<file path="config.mk">
export PLATFORM = sky130hd
export DESIGN_NAME = lfm_fault_monitor
export DESIGN_NICKNAME = d
export VERILOG_FILES = /design/src/lfm_pkg.sv /design/src/lfm_switch_qual.sv /design/src/lfm_fault_monitor.sv
export SDC_FILE = /design/constraint.sdc
export NUM_CORES = 1
export LEC_CHECK = 0
export BUFFER_PORTS_ARGS = -buffer_cell sky130_fd_sc_hd__buf_4
export CAP_MARGIN = 10
export CELL_PAD_IN_SITES_DETAIL_PLACEMENT = 0
export CELL_PAD_IN_SITES_GLOBAL_PLACEMENT = 2
export CORE_UTILIZATION = 33
export CTS_BUF_LIST = sky130_fd_sc_hd__clkbuf_8
export DETAILED_ROUTE_END_ITERATION = 10
export PLACE_DENSITY_LB_ADDON = 0.2
export SYNTH_ARGS = -nofsm -noshare
export SYNTH_HDL_FRONTEND = slang
export SYNTH_SLANG_ARGS = --single-unit
</file>
<file path="constraint.sdc">
create_clock -name clk -period 2.6 [get_ports clk]
set_clock_uncertainty 0.05 [all_clocks]
set_input_delay 0.26 -clock clk [delete_from_list [all_inputs] [get_ports clk]]
set_output_delay 0.26 -clock clk [all_outputs]
set_load 0.01 [all_outputs]
</file>
<file path="src/lfm_pkg.sv">
// Package for the LED matrix fault monitor: offsets, fields, resets, types
package lfm_pkg;

  // ---------------------------------------------------------------------
  // Geometry
  // ---------------------------------------------------------------------
  localparam int NUM_SW     = 12;
  localparam int DUTY_WIDTH = 12;
  localparam int ADDR_WIDTH = 8;
  localparam int DATA_WIDTH = 16;

  // ---------------------------------------------------------------------
  // Register offsets
  // ---------------------------------------------------------------------
  localparam logic [7:0] OFF_OPEN_BYPASS_OVERRIDE   = 8'h09;
  localparam logic [7:0] OFF_FAULT_MASK_CONFIG      = 8'h0C;
  localparam logic [7:0] OFF_GENERAL_STATUS         = 8'h10;
  localparam logic [7:0] OFF_SHORT_FAULT_STATUS     = 8'h12;
  localparam logic [7:0] OFF_OPEN_FAULT_STATUS      = 8'h13;
  localparam logic [7:0] OFF_SHORT_FILTER_DUTY_LIMIT = 8'h16;

  // ---------------------------------------------------------------------
  // Field positions in fault_mask_config
  // ---------------------------------------------------------------------
  localparam int MSK_OPEN_BIT    = 0;
  localparam int MSK_SHORT_BIT   = 1;
  localparam int MSK_THERM_BIT   = 2;
  localparam int MSK_GRADE_BIT   = 3;
  localparam int MSK_SERIAL_BIT  = 4;
  localparam int SHDN_ACTION_BIT = 5;

  // Field positions in general_status
  localparam int STAT_WARN_BIT   = 0;
  localparam int STAT_SHDN_BIT   = 1;
  localparam int STAT_GRADE_BIT  = 2;
  localparam int STAT_CRC_BIT    = 3;
  localparam int STAT_PAR_BIT    = 4;
  localparam int STAT_STOP_BIT   = 5;

  // ---------------------------------------------------------------------
  // Reset values
  // ---------------------------------------------------------------------
  localparam logic [15:0] RST_MASK       = 16'h0000;
  localparam logic [11:0] RST_OVERRIDE   = 12'h000;
  localparam logic [11:0] RST_DUTY_LIMIT = 12'h000;
  localparam logic [15:0] RST_STATUS     = 16'h0000;
  localparam logic [11:0] DUTY_FULL      = 12'hFFF;

  // ---------------------------------------------------------------------
  // Types
  // ---------------------------------------------------------------------
  typedef enum logic [1:0] {
    THERM_NORMAL   = 2'b00,
    THERM_SHUTDOWN = 2'b01
  } lfm_therm_type;

  // Register access request from the serial engine
  typedef struct packed {
    logic                  wrEn;
    logic                  rdEn;
    logic [ADDR_WIDTH-1:0] addr;
    logic [DATA_WIDTH-1:0] wdata;
  } lfm_req_type;

  // Serial receive error events, one-cycle pulses
  typedef struct packed {
    logic crcErr;
    logic parityErr;
    logic stopErr;
  } lfm_rxerr_type;

endpackage

</file>
<file path="src/lfm_switch_qual.sv">
// Per-switch qualification of open and short comparators
`timescale 1ns/1ns
module lfm_switch_qual
  import lfm_pkg::*;
#(
  parameter int DW = DUTY_WIDTH
) (
  input  wire logic          clk,          // System clock
  input  wire logic          rst_b,        // Async reset, active low
  input  wire logic          clkEn,        // Freezes state when low
  input  wire logic [DW-1:0] duty,         // Programmed duty value
  input  wire logic [DW-1:0] dutyLimit,    // Short filter duty limit
  input  wire logic          swOpen,       // Switch in open phase
  input  wire logic          openCmp,      // Drain-source above open level
  input  wire logic          shortCmp,     // Drain-source below short level
  output logic               openEvent,    // Open fault seen this cycle
  output logic               shortEvent    // Short fault seen this cycle
);

  logic swOpenReg;
  logic pulseEnd;
  logic dutyActive;
  logic dutyFull;
  logic shortAllowed;

  // Detection needs a nonzero duty so the switch actually opens
  assign dutyActive   = (duty != '0);
  assign dutyFull     = (duty == DUTY_FULL);
  // Short duty below limit has not settled, so filter it out
  assign shortAllowed = dutyActive && !dutyFull
                        && (duty >= dutyLimit);

  // ---------------------------------------------------------------------
  // Pulse end detection
  // ---------------------------------------------------------------------
  // Previous open phase, for the end-of-pulse edge
  always_ff @(posedge clk or negedge rst_b) begin
    if (!rst_b) begin
      swOpenReg <= 1'b0;
    end else if (clkEn) begin
      swOpenReg <= swOpen;
    end
  end

  assign pulseEnd = swOpenReg && !swOpen;

  // Open checked all through the open phase, also at full duty
  assign openEvent  = clkEn && dutyActive && swOpen && openCmp;
  // Short sampled only at pulse end, avoids leading-edge transients
  assign shortEvent = clkEn && shortAllowed && pulseEnd
                      && shortCmp;

  chk_short_at_end: assert property (@(posedge clk) disable iff (!rst_b)
    shortEvent |-> $past(swOpen) && !swOpen)
    else $error("short recorded outside pulse end");

  chk_short_filter: assert property (@(posedge clk) disable iff (!rst_b)
    (duty < dutyLimit) |-> !shortEvent)
    else $error("short passed below duty limit");

endmodule // lfm_switch_qual

</file>
<file path="src/lfm_fault_monitor.sv">
// Fault monitor top: status, masks, bypass, thermal, fault pin
`timescale 1ns/1ns
module lfm_fault_monitor
  import lfm_pkg::*;
#(
  parameter int NSW = NUM_SW,
  parameter int DW  = DUTY_WIDTH
) (
  input  wire logic               clk,          // System clock, 100 MHz
  input  wire logic               rst_b,        // Power-on reset, low
  input  wire logic               clkEn,        // Freezes state when low
  input  wire lfm_req_type        regReq,       // Register request
  output logic [DATA_WIDTH-1:0]   regRdata,     // Read data, registered
  input  wire lfm_rxerr_type      rxErr,        // Receive error pulses
  output logic                    ackEnable,    // Acknowledge allowed
  input  wire logic [NSW*DW-1:0]  dutyVec,      // Duty per switch
  input  wire logic [NSW-1:0]     pwmOpen,      // PWM wants switch open
  input  wire logic [NSW-1:0]     openCmp,      // Open comparators
  input  wire logic [NSW-1:0]     shortCmp,     // Short comparators
  input  wire logic               tempWarn,     // Die above warning
  input  wire logic               tempShdn,     // Die above shutdown
  input  wire logic               tempHyst,     // Die below hysteresis
  input  wire logic               gradeFault,   // Grading pin bad
  output logic [NSW-1:0]          switchOpen,   // Switch drive, 1 open
  output logic                    fault_out_n   // Fault pin, active low
);

  // ---------------------------------------------------------------------
  // Registers
  // ---------------------------------------------------------------------
  logic [NSW-1:0]        open_bypass_override_reg;
  logic [DATA_WIDTH-1:0] fault_mask_config_reg;
  logic [DW-1:0]         short_filter_duty_limit_reg;
  logic [NSW-1:0]        short_fault_status_reg;
  logic [NSW-1:0]        open_fault_status_reg;
  logic                  thermal_warning_flag_reg;
  logic                  thermal_shutdown_flag_reg;
  logic                  gradeFlag_reg;
  logic [2:0]            rxErrFlag_reg;
  logic [NSW-1:0]        openLatched_reg;
  lfm_therm_type         thermState_reg;
  logic                  fault_out_n_reg;
  logic [DATA_WIDTH-1:0] regRdata_reg;

  logic [NSW-1:0]        openEvent;
  logic [NSW-1:0]        shortEvent;
  logic [NSW-1:0]        swOpenPhase;
  logic                  wrHit;
  logic                  w1cWarn;
  logic                  w1cShdn;
  logic                  w1cGrade;
  logic [2:0]            w1cRx;
  logic                  fault_out_n_next;
  logic [DATA_WIDTH-1:0] general_status;
  logic                  shdnAction;
  logic                  shdnActive;

  assign wrHit      = regReq.wrEn && clkEn;
  assign shdnAction = fault_mask_config_reg[SHDN_ACTION_BIT];
  assign shdnActive = (thermState_reg == THERM_SHUTDOWN);

  // ---------------------------------------------------------------------
  // Per-switch qualification
  // ---------------------------------------------------------------------
  // Effective open phase: the switch must actually be open for detection
  assign swOpenPhase = switchOpen;

  generate
    for (genvar i = 0; i < NSW; i++) begin : g_sw
      lfm_switch_qual #(.DW(DW)) u_qual (
        .clk        (clk),
        .rst_b      (rst_b),
        .clkEn      (clkEn),
        .duty       (dutyVec[i*DW +: DW]),
        .dutyLimit  (short_filter_duty_limit_reg),
        .swOpen     (swOpenPhase[i]),
        .openCmp    (openCmp[i]),
        .shortCmp   (shortCmp[i]),
        .openEvent  (openEvent[i]),
        .shortEvent (shortEvent[i])
      );
    end
  endgenerate

  // ---------------------------------------------------------------------
  // Host-writable configuration
  // ---------------------------------------------------------------------
  // Configuration writes; these stay live in every thermal state
  always_ff @(posedge clk or negedge rst_b) begin
    if (!rst_b) begin
      open_bypass_override_reg    <= RST_OVERRIDE;
      fault_mask_config_reg       <= RST_MASK;
      short_filter_duty_limit_reg <= RST_DUTY_LIMIT;
    end else if (wrHit) begin
      if (regReq.addr == OFF_OPEN_BYPASS_OVERRIDE) begin
        open_bypass_override_reg <= regReq.wdata[NSW-1:0];
      end
      if (regReq.addr == OFF_FAULT_MASK_CONFIG) begin
        fault_mask_config_reg <= regReq.wdata;
      end
      if (regReq.addr == OFF_SHORT_FILTER_DUTY_LIMIT) begin
        short_filter_duty_limit_reg <= regReq.wdata[DW-1:0];
      end
    end
  end

  // ---------------------------------------------------------------------
  // Per-switch fault status
  // ---------------------------------------------------------------------
  // Status is sticky until power cycle; there is no software clear
  always_ff @(posedge clk or negedge rst_b) begin
    if (!rst_b) begin
      open_fault_status_reg  <= '0;
      short_fault_status_reg <= '0;
      openLatched_reg        <= '0;
    end else if (clkEn) begin
      open_fault_status_reg  <= open_fault_status_reg | openEvent;
      short_fault_status_reg <= short_fault_status_reg
                                | shortEvent;
      openLatched_reg        <= openLatched_reg | openEvent;
    end
  end

  // ---------------------------------------------------------------------
  // Switch drive
  // ---------------------------------------------------------------------
  // Shutdown overrides all; open faults and override force closed.
  // Short faults never enter here, so dimming continues as programmed.
  always_comb begin
    if (shdnActive) begin
      switchOpen = {NSW{shdnAction}};
    end else begin
      switchOpen = pwmOpen & ~openLatched_reg
                   & ~open_bypass_override_reg;
    end
  end

  // ---------------------------------------------------------------------
  // Thermal state
  // ---------------------------------------------------------------------
  // Forced state holds until below hysteresis, then prior drive resumes
  always_ff @(posedge clk or negedge rst_b) begin
    if (!rst_b) begin
      thermState_reg <= THERM_NORMAL;
    end else if (clkEn) begin
      unique case (thermState_reg)
        THERM_NORMAL: begin
          if (tempShdn) begin
            thermState_reg <= THERM_SHUTDOWN;
          end
        end
        THERM_SHUTDOWN: begin
          if (tempHyst) begin
            thermState_reg <= THERM_NORMAL;
          end
        end
        default: thermState_reg <= THERM_NORMAL;
      endcase
    end
  end

  // ---------------------------------------------------------------------
  // General status flags, write-one-to-clear
  // ---------------------------------------------------------------------
  assign w1cWarn  = wrHit && (regReq.addr == OFF_GENERAL_STATUS)
                    && regReq.wdata[STAT_WARN_BIT];
  assign w1cShdn  = wrHit && (regReq.addr == OFF_GENERAL_STATUS)
                    && regReq.wdata[STAT_SHDN_BIT];
  assign w1cGrade = wrHit && (regReq.addr == OFF_GENERAL_STATUS)
                    && regReq.wdata[STAT_GRADE_BIT];
  assign w1cRx    = (wrHit && (regReq.addr == OFF_GENERAL_STATUS))
                    ? regReq.wdata[STAT_STOP_BIT:STAT_CRC_BIT] : 3'b000;

  // Set wins over clear; warning clears only once the die is cool
  always_ff @(posedge clk or negedge rst_b) begin
    if (!rst_b) begin
      thermal_warning_flag_reg  <= 1'b0;
      thermal_shutdown_flag_reg <= 1'b0;
      gradeFlag_reg             <= 1'b0;
      rxErrFlag_reg             <= 3'b000;
    end else if (clkEn) begin
      if (tempWarn) begin
        thermal_warning_flag_reg <= 1'b1;
      end else if (w1cWarn) begin
        thermal_warning_flag_reg <= 1'b0;
      end
      if (tempShdn) begin
        thermal_shutdown_flag_reg <= 1'b1;
      end else if (w1cShdn) begin
        thermal_shutdown_flag_reg <= 1'b0;
      end
      if (gradeFault) begin
        gradeFlag_reg <= 1'b1;
      end else if (w1cGrade) begin
        gradeFlag_reg <= 1'b0;
      end
      rxErrFlag_reg <= (rxErrFlag_reg & ~w1cRx)
                       | {rxErr.stopErr, rxErr.parityErr,
                          rxErr.crcErr};
    end
  end

  // A faulty frame gets no acknowledge
  assign ackEnable = !(rxErr.crcErr || rxErr.parityErr
                       || rxErr.stopErr);

  always_comb begin
    general_status                  = RST_STATUS;
    general_status[STAT_WARN_BIT]   = thermal_warning_flag_reg;
    general_status[STAT_SHDN_BIT]   = thermal_shutdown_flag_reg;
    general_status[STAT_GRADE_BIT]  = gradeFlag_reg;
    general_status[STAT_STOP_BIT:STAT_CRC_BIT] = rxErrFlag_reg;
  end

  // ---------------------------------------------------------------------
  // Fault pin
  // ---------------------------------------------------------------------
  // Open, short, thermal, grading and serial sources, each maskable.
  // Thermal flags clear only when cool, so the pin holds until then.
  always_comb begin
    fault_out_n_next = !(
      ((|open_fault_status_reg)
        && !fault_mask_config_reg[MSK_OPEN_BIT])
      || ((|short_fault_status_reg)
        && !fault_mask_config_reg[MSK_SHORT_BIT])
      || ((thermal_warning_flag_reg || thermal_shutdown_flag_reg
           || tempWarn) && !fault_mask_config_reg[MSK_THERM_BIT])
      || ((gradeFlag_reg || gradeFault)
        && !fault_mask_config_reg[MSK_GRADE_BIT])
      || ((|rxErrFlag_reg)
        && !fault_mask_config_reg[MSK_SERIAL_BIT]));
  end

  always_ff @(posedge clk or negedge rst_b) begin
    if (!rst_b) begin
      fault_out_n_reg <= 1'b1;
    end else if (clkEn) begin
      fault_out_n_reg <= fault_out_n_next;
    end
  end

  assign fault_out_n = fault_out_n_reg;

  // ---------------------------------------------------------------------
  // Register read
  // ---------------------------------------------------------------------
  // Unmapped offsets read zero; reads never disturb status
  always_ff @(posedge clk or negedge rst_b) begin
    if (!rst_b) begin
      regRdata_reg <= '0;
    end else if (clkEn && regReq.rdEn) begin
      unique case (regReq.addr)
        OFF_OPEN_BYPASS_OVERRIDE:
          regRdata_reg <= DATA_WIDTH'(open_bypass_override_reg);
        OFF_FAULT_MASK_CONFIG:
          regRdata_reg <= fault_mask_config_reg;
        OFF_GENERAL_STATUS:
          regRdata_reg <= general_status;
        OFF_SHORT_FAULT_STATUS:
          regRdata_reg <= DATA_WIDTH'(short_fault_status_reg);
        OFF_OPEN_FAULT_STATUS:
          regRdata_reg <= DATA_WIDTH'(open_fault_status_reg);
        OFF_SHORT_FILTER_DUTY_LIMIT:
          regRdata_reg <= DATA_WIDTH'(short_filter_duty_limit_reg);
        default:
          regRdata_reg <= '0;
      endcase
    end
  end

  assign regRdata = regRdata_reg;

  // ---------------------------------------------------------------------
  // Checks
  // ---------------------------------------------------------------------
  // Open and short antecedents span every switch, so any faulted lane exercises them
  chk_open_holds_closed: assert property (@(posedge clk) disable iff (!rst_b)
    !shdnActive |-> !(|(switchOpen & openLatched_reg)))
    else $error("open-faulted switch not closed");

  chk_open_status_set: assert property (@(posedge clk) disable iff (!rst_b)
    clkEn && (|openEvent)
    |=> (open_fault_status_reg & $past(openEvent)) == $past(openEvent))
    else $error("open status not set");

  chk_warn_pin: assert property (@(posedge clk) disable iff (!rst_b)
    clkEn && tempWarn && !fault_mask_config_reg[MSK_THERM_BIT]
    |=> !fault_out_n)
    else $error("thermal warning not on pin");

  chk_open_pin: assert property (@(posedge clk) disable iff (!rst_b)
    clkEn && (|open_fault_status_reg)
    && !fault_mask_config_reg[MSK_OPEN_BIT] |=> !fault_out_n)
    else $error("unmasked open fault not on pin");

  chk_short_pin: assert property (@(posedge clk) disable iff (!rst_b)
    clkEn && (|short_fault_status_reg)
    && !fault_mask_config_reg[MSK_SHORT_BIT] |=> !fault_out_n)
    else $error("unmasked short fault not on pin");

  chk_warn_hold: assert property (@(posedge clk) disable iff (!rst_b)
    clkEn && tempWarn |=> thermal_warning_flag_reg)
    else $error("warning cleared while hot");

  chk_shdn_force: assert property (@(posedge clk) disable iff (!rst_b)
    clkEn && tempShdn && !shdnActive
    |=> switchOpen == {NSW{shdnAction}})
    else $error("shutdown did not force switches");

  chk_shdn_resume: assert property (@(posedge clk) disable iff (!rst_b)
    clkEn && shdnActive && tempHyst |=> !shdnActive)
    else $error("shutdown did not release");

  chk_rx_no_ack: assert property (@(posedge clk) disable iff (!rst_b)
    rxErr.crcErr |-> !ackEnable
    ##1 (!$past(clkEn) || rxErrFlag_reg[0]))
    else $error("crc error acknowledged or not flagged");

endmodule // lfm_fault_monitor

</file>
==> results.cfg <==
[setup_path]
critPathArrivalTime_ns = 1.97
slowest_delay_ns = 0.58
crit_chain = buf_4 > o41ai_2 > buf_4
regToRegEndpoint = short_fault_status_reg[5]
rr_startpoint = short_filter_duty_limit_reg[0]
cpMostUsedCell = buf_4
reg2reg_slack_ns = 0.37
worstPathMaxFanout = 9
worst-path-buf-inv = 2
critPathKind = flip-flop to output port
crit_cells = 3
required_ns = 2.29
cp-start-kind = flip-flop
end_kind = output port
cp_top_family = compound AO/OA/AOI/OAI gates
r2r_cells = 5
slowest_stage = o41ai_2

[layout]
diodes = 0
nFillCells = 2639
layout_commonest_cell = buf_4
final_nets = 1555
drive_gt1_frac = 0.297
final_cell_mix = 267 x buf_4, 144 x ha_1, 111 x dfrtp_1
syn_to_final_growth_pct = 28.2
multi_input_area_sq_um = 5710
regArea_sq_um = 2800

[floorplan]
die_h_microns = 166
initial_utilization = 0.339
num_rows = 59
coreArea_sq_um = 26200
die_w_microns = 166
pin_count = 246
dieArea_sq_um = 27600

[yosys]
synth_flop_cell = dfrtp_1
yosysWarnings = 0
async_flop_share = 1.00
synth_enable_flop_cells = 0
syn_area_per_cell_sq_um = 9.40
synth_area_leaders = dfrtp_1 31%, ha_1 20%, nand4_1 3.5%, nor4_1 3.4%, mux2_2 3.3%
synth_area_sq_um = 8890
ys_types = 58
netlist.top_cell.by_area = dfrtp_1
yosysSeqAreaShare = 0.315
ys_ff_latch = 112
synth_nets = 1306
synthCells = 946
synth_top_area_frac = 0.313

[sta]
tns_ns = 0
final_max_slew_viol_count = 0
rsz0062_at_grt = false
max_freq_mhz = 439
final.period_utilization = 0.876
setup_viol = 0
setup_ws_ns = 0.322
fin_crit_ns = 2.28
tightest_slew_ns = 0.839
relSlewSlack = 0.440
finalHoldViolCount = 0

[drt]
post-route-drc-count = 15
drtAntennaViolNets = 0
via_per_inst = 5.48
routed_wl_microns = 32600
dr.pass1.iters = 8
vias = 8405
wl_per_cell_microns = 21.3
drtIter0Drc = 503

[global_routing]
grt_usage = 0.239
use_met1 = 0.324
antenna_found_initial = 0
overflow = 0
use_met3 = 0.0381
grtUsageMet2 = 0.396
top_usage_layer = met2
grt_pass1_wl_microns = 50200
grt_pass1_vias = 8489
grt_max_degree = 48

[outcome]
status = complete, but fails checks
violations = design-rule violations

[pwr]
swShare = 0.327
seqPwrFrac = 0.466
p_per_area_nw_per_um2 = 393
p_leak_nw = 5.59
power_w = 0.00448
combPwrFrac = 0.291
vdd_drop_max_mv = 0.244
power.internal_w = 0.00301
switchingPower_w = 0.00147
clock_power_share = 0.243

[clock_tree]
clock_path_buffers = 2
clkTransAtPathRegs_ns = 0.12
cts-buffers-inserted = 9
cts_resized = 0
clock_latency_ns = 0.40
cts-root-buf = clkbuf_8
cts_sinks = 112
cts_tree = built
cts_htree_levels = 3

[placement]
hpwl_microns = 25700
numPortBuffers = 245
gp_congestion = 0.837
pre_cts_ws_ns = 0.385

[hold_path]
worstHoldPathCells = 2
whs_endpoint = fault_mask_config_reg[15]
hp-start = regReq[15]
hold_class = input port to flip-flop

[run]
maxCapViolCount = 0
## power by group through the flow
stage	registers, W	logic (W)	clock network, W
global route	0.00211	0.00145	0.00119
detailed placement	0.00212	0.00130	0
floorplan	0.00206	0.000665	0
global placement	0.00211	0.00129	0
CTS	0.00209	0.00131	0.00112
finish	0.00209	0.00130	0.00109
## metrics by stage
step	instances	cell area (sq um)	hold WS, ns	util
2_1_floorplan	946	8890	-0.0856	-
3_3_place_gp	1517	11200	0.270	0.426
3_5_place_dp	1517	11200	0.271	0.426
4_1_cts	1535	11400	0.0202	0.435
5_1_grt	1535	11400	0.0134	0.435
6_report	1535	11400	0.0284	0.435
## timing repair
action,CTS,global route
hold buffers,2,0
hold endpoints to repair,45,0
buffers inserted,0,0
## worst reg2reg max path: stages, from the launching register on
cell and delay [ns]:
dfrtp_1 0.73, ha_1 0.35, or3b_2 0.46, o211ai_1 0.11, a2111oi_0 0.13, o32a_1 0.30
## area by class of cell
class / instances / share of cell area
timing repair buffer: 273 / 0.185
sequential: 112 / 0.246
multi-input combinational: 756 / 0.501
tap: 335 / 0.0368
clock inverter: 7 / 0.00626
clock buffer: 9 / 0.0109
inverter: 43 / 0.0142
## logic make-up after synthesis
logic type | share of synthesized area
muxes | 0.0512
AOI/OAI and AO/OA | 0.163
DFF | 0.315
and+or+nand+nor | 0.225
buffers and inverters | 0.0425
adders and majority gates | 0.203
## cell usage after synthesis, types with 24 or more instances
master / instances
nor3_1: 24
dfrtp_1: 111
nand2_1: 68
nor2_1: 71
nor4_1: 48
mux2_2: 26
inv_1: 43
nand4_1: 50
or2_2: 24
o21ai_0: 46
a21oi_1: 37
ha_1: 144
## routing by layer
layer  vias to the layer above  share of wire  wire length, microns
li1                       4147              -                     -
met3                        35          0.051                  1680
met1                      3979           0.46                 15100
met2                       244           0.47                 15200
met4                         0          0.020                   642
met5                         -              0                     0
## worst max path at each step
stage	start	endpoint
after floorplan	short_filter_duty_limit_reg[0]	short_fault_status_reg[4]
after global placement	short_filter_duty_limit_reg[1]	short_fault_status_reg[1]
after detailed placement	short_filter_duty_limit_reg[1]	short_fault_status_reg[0]
after CTS	thermState_reg[0]	switchOpen[6]
after global routing	thermState_reg[0]	switchOpen[11]
final	thermState_reg[0]	switchOpen[11]
(Power assumes the default switching activity.)
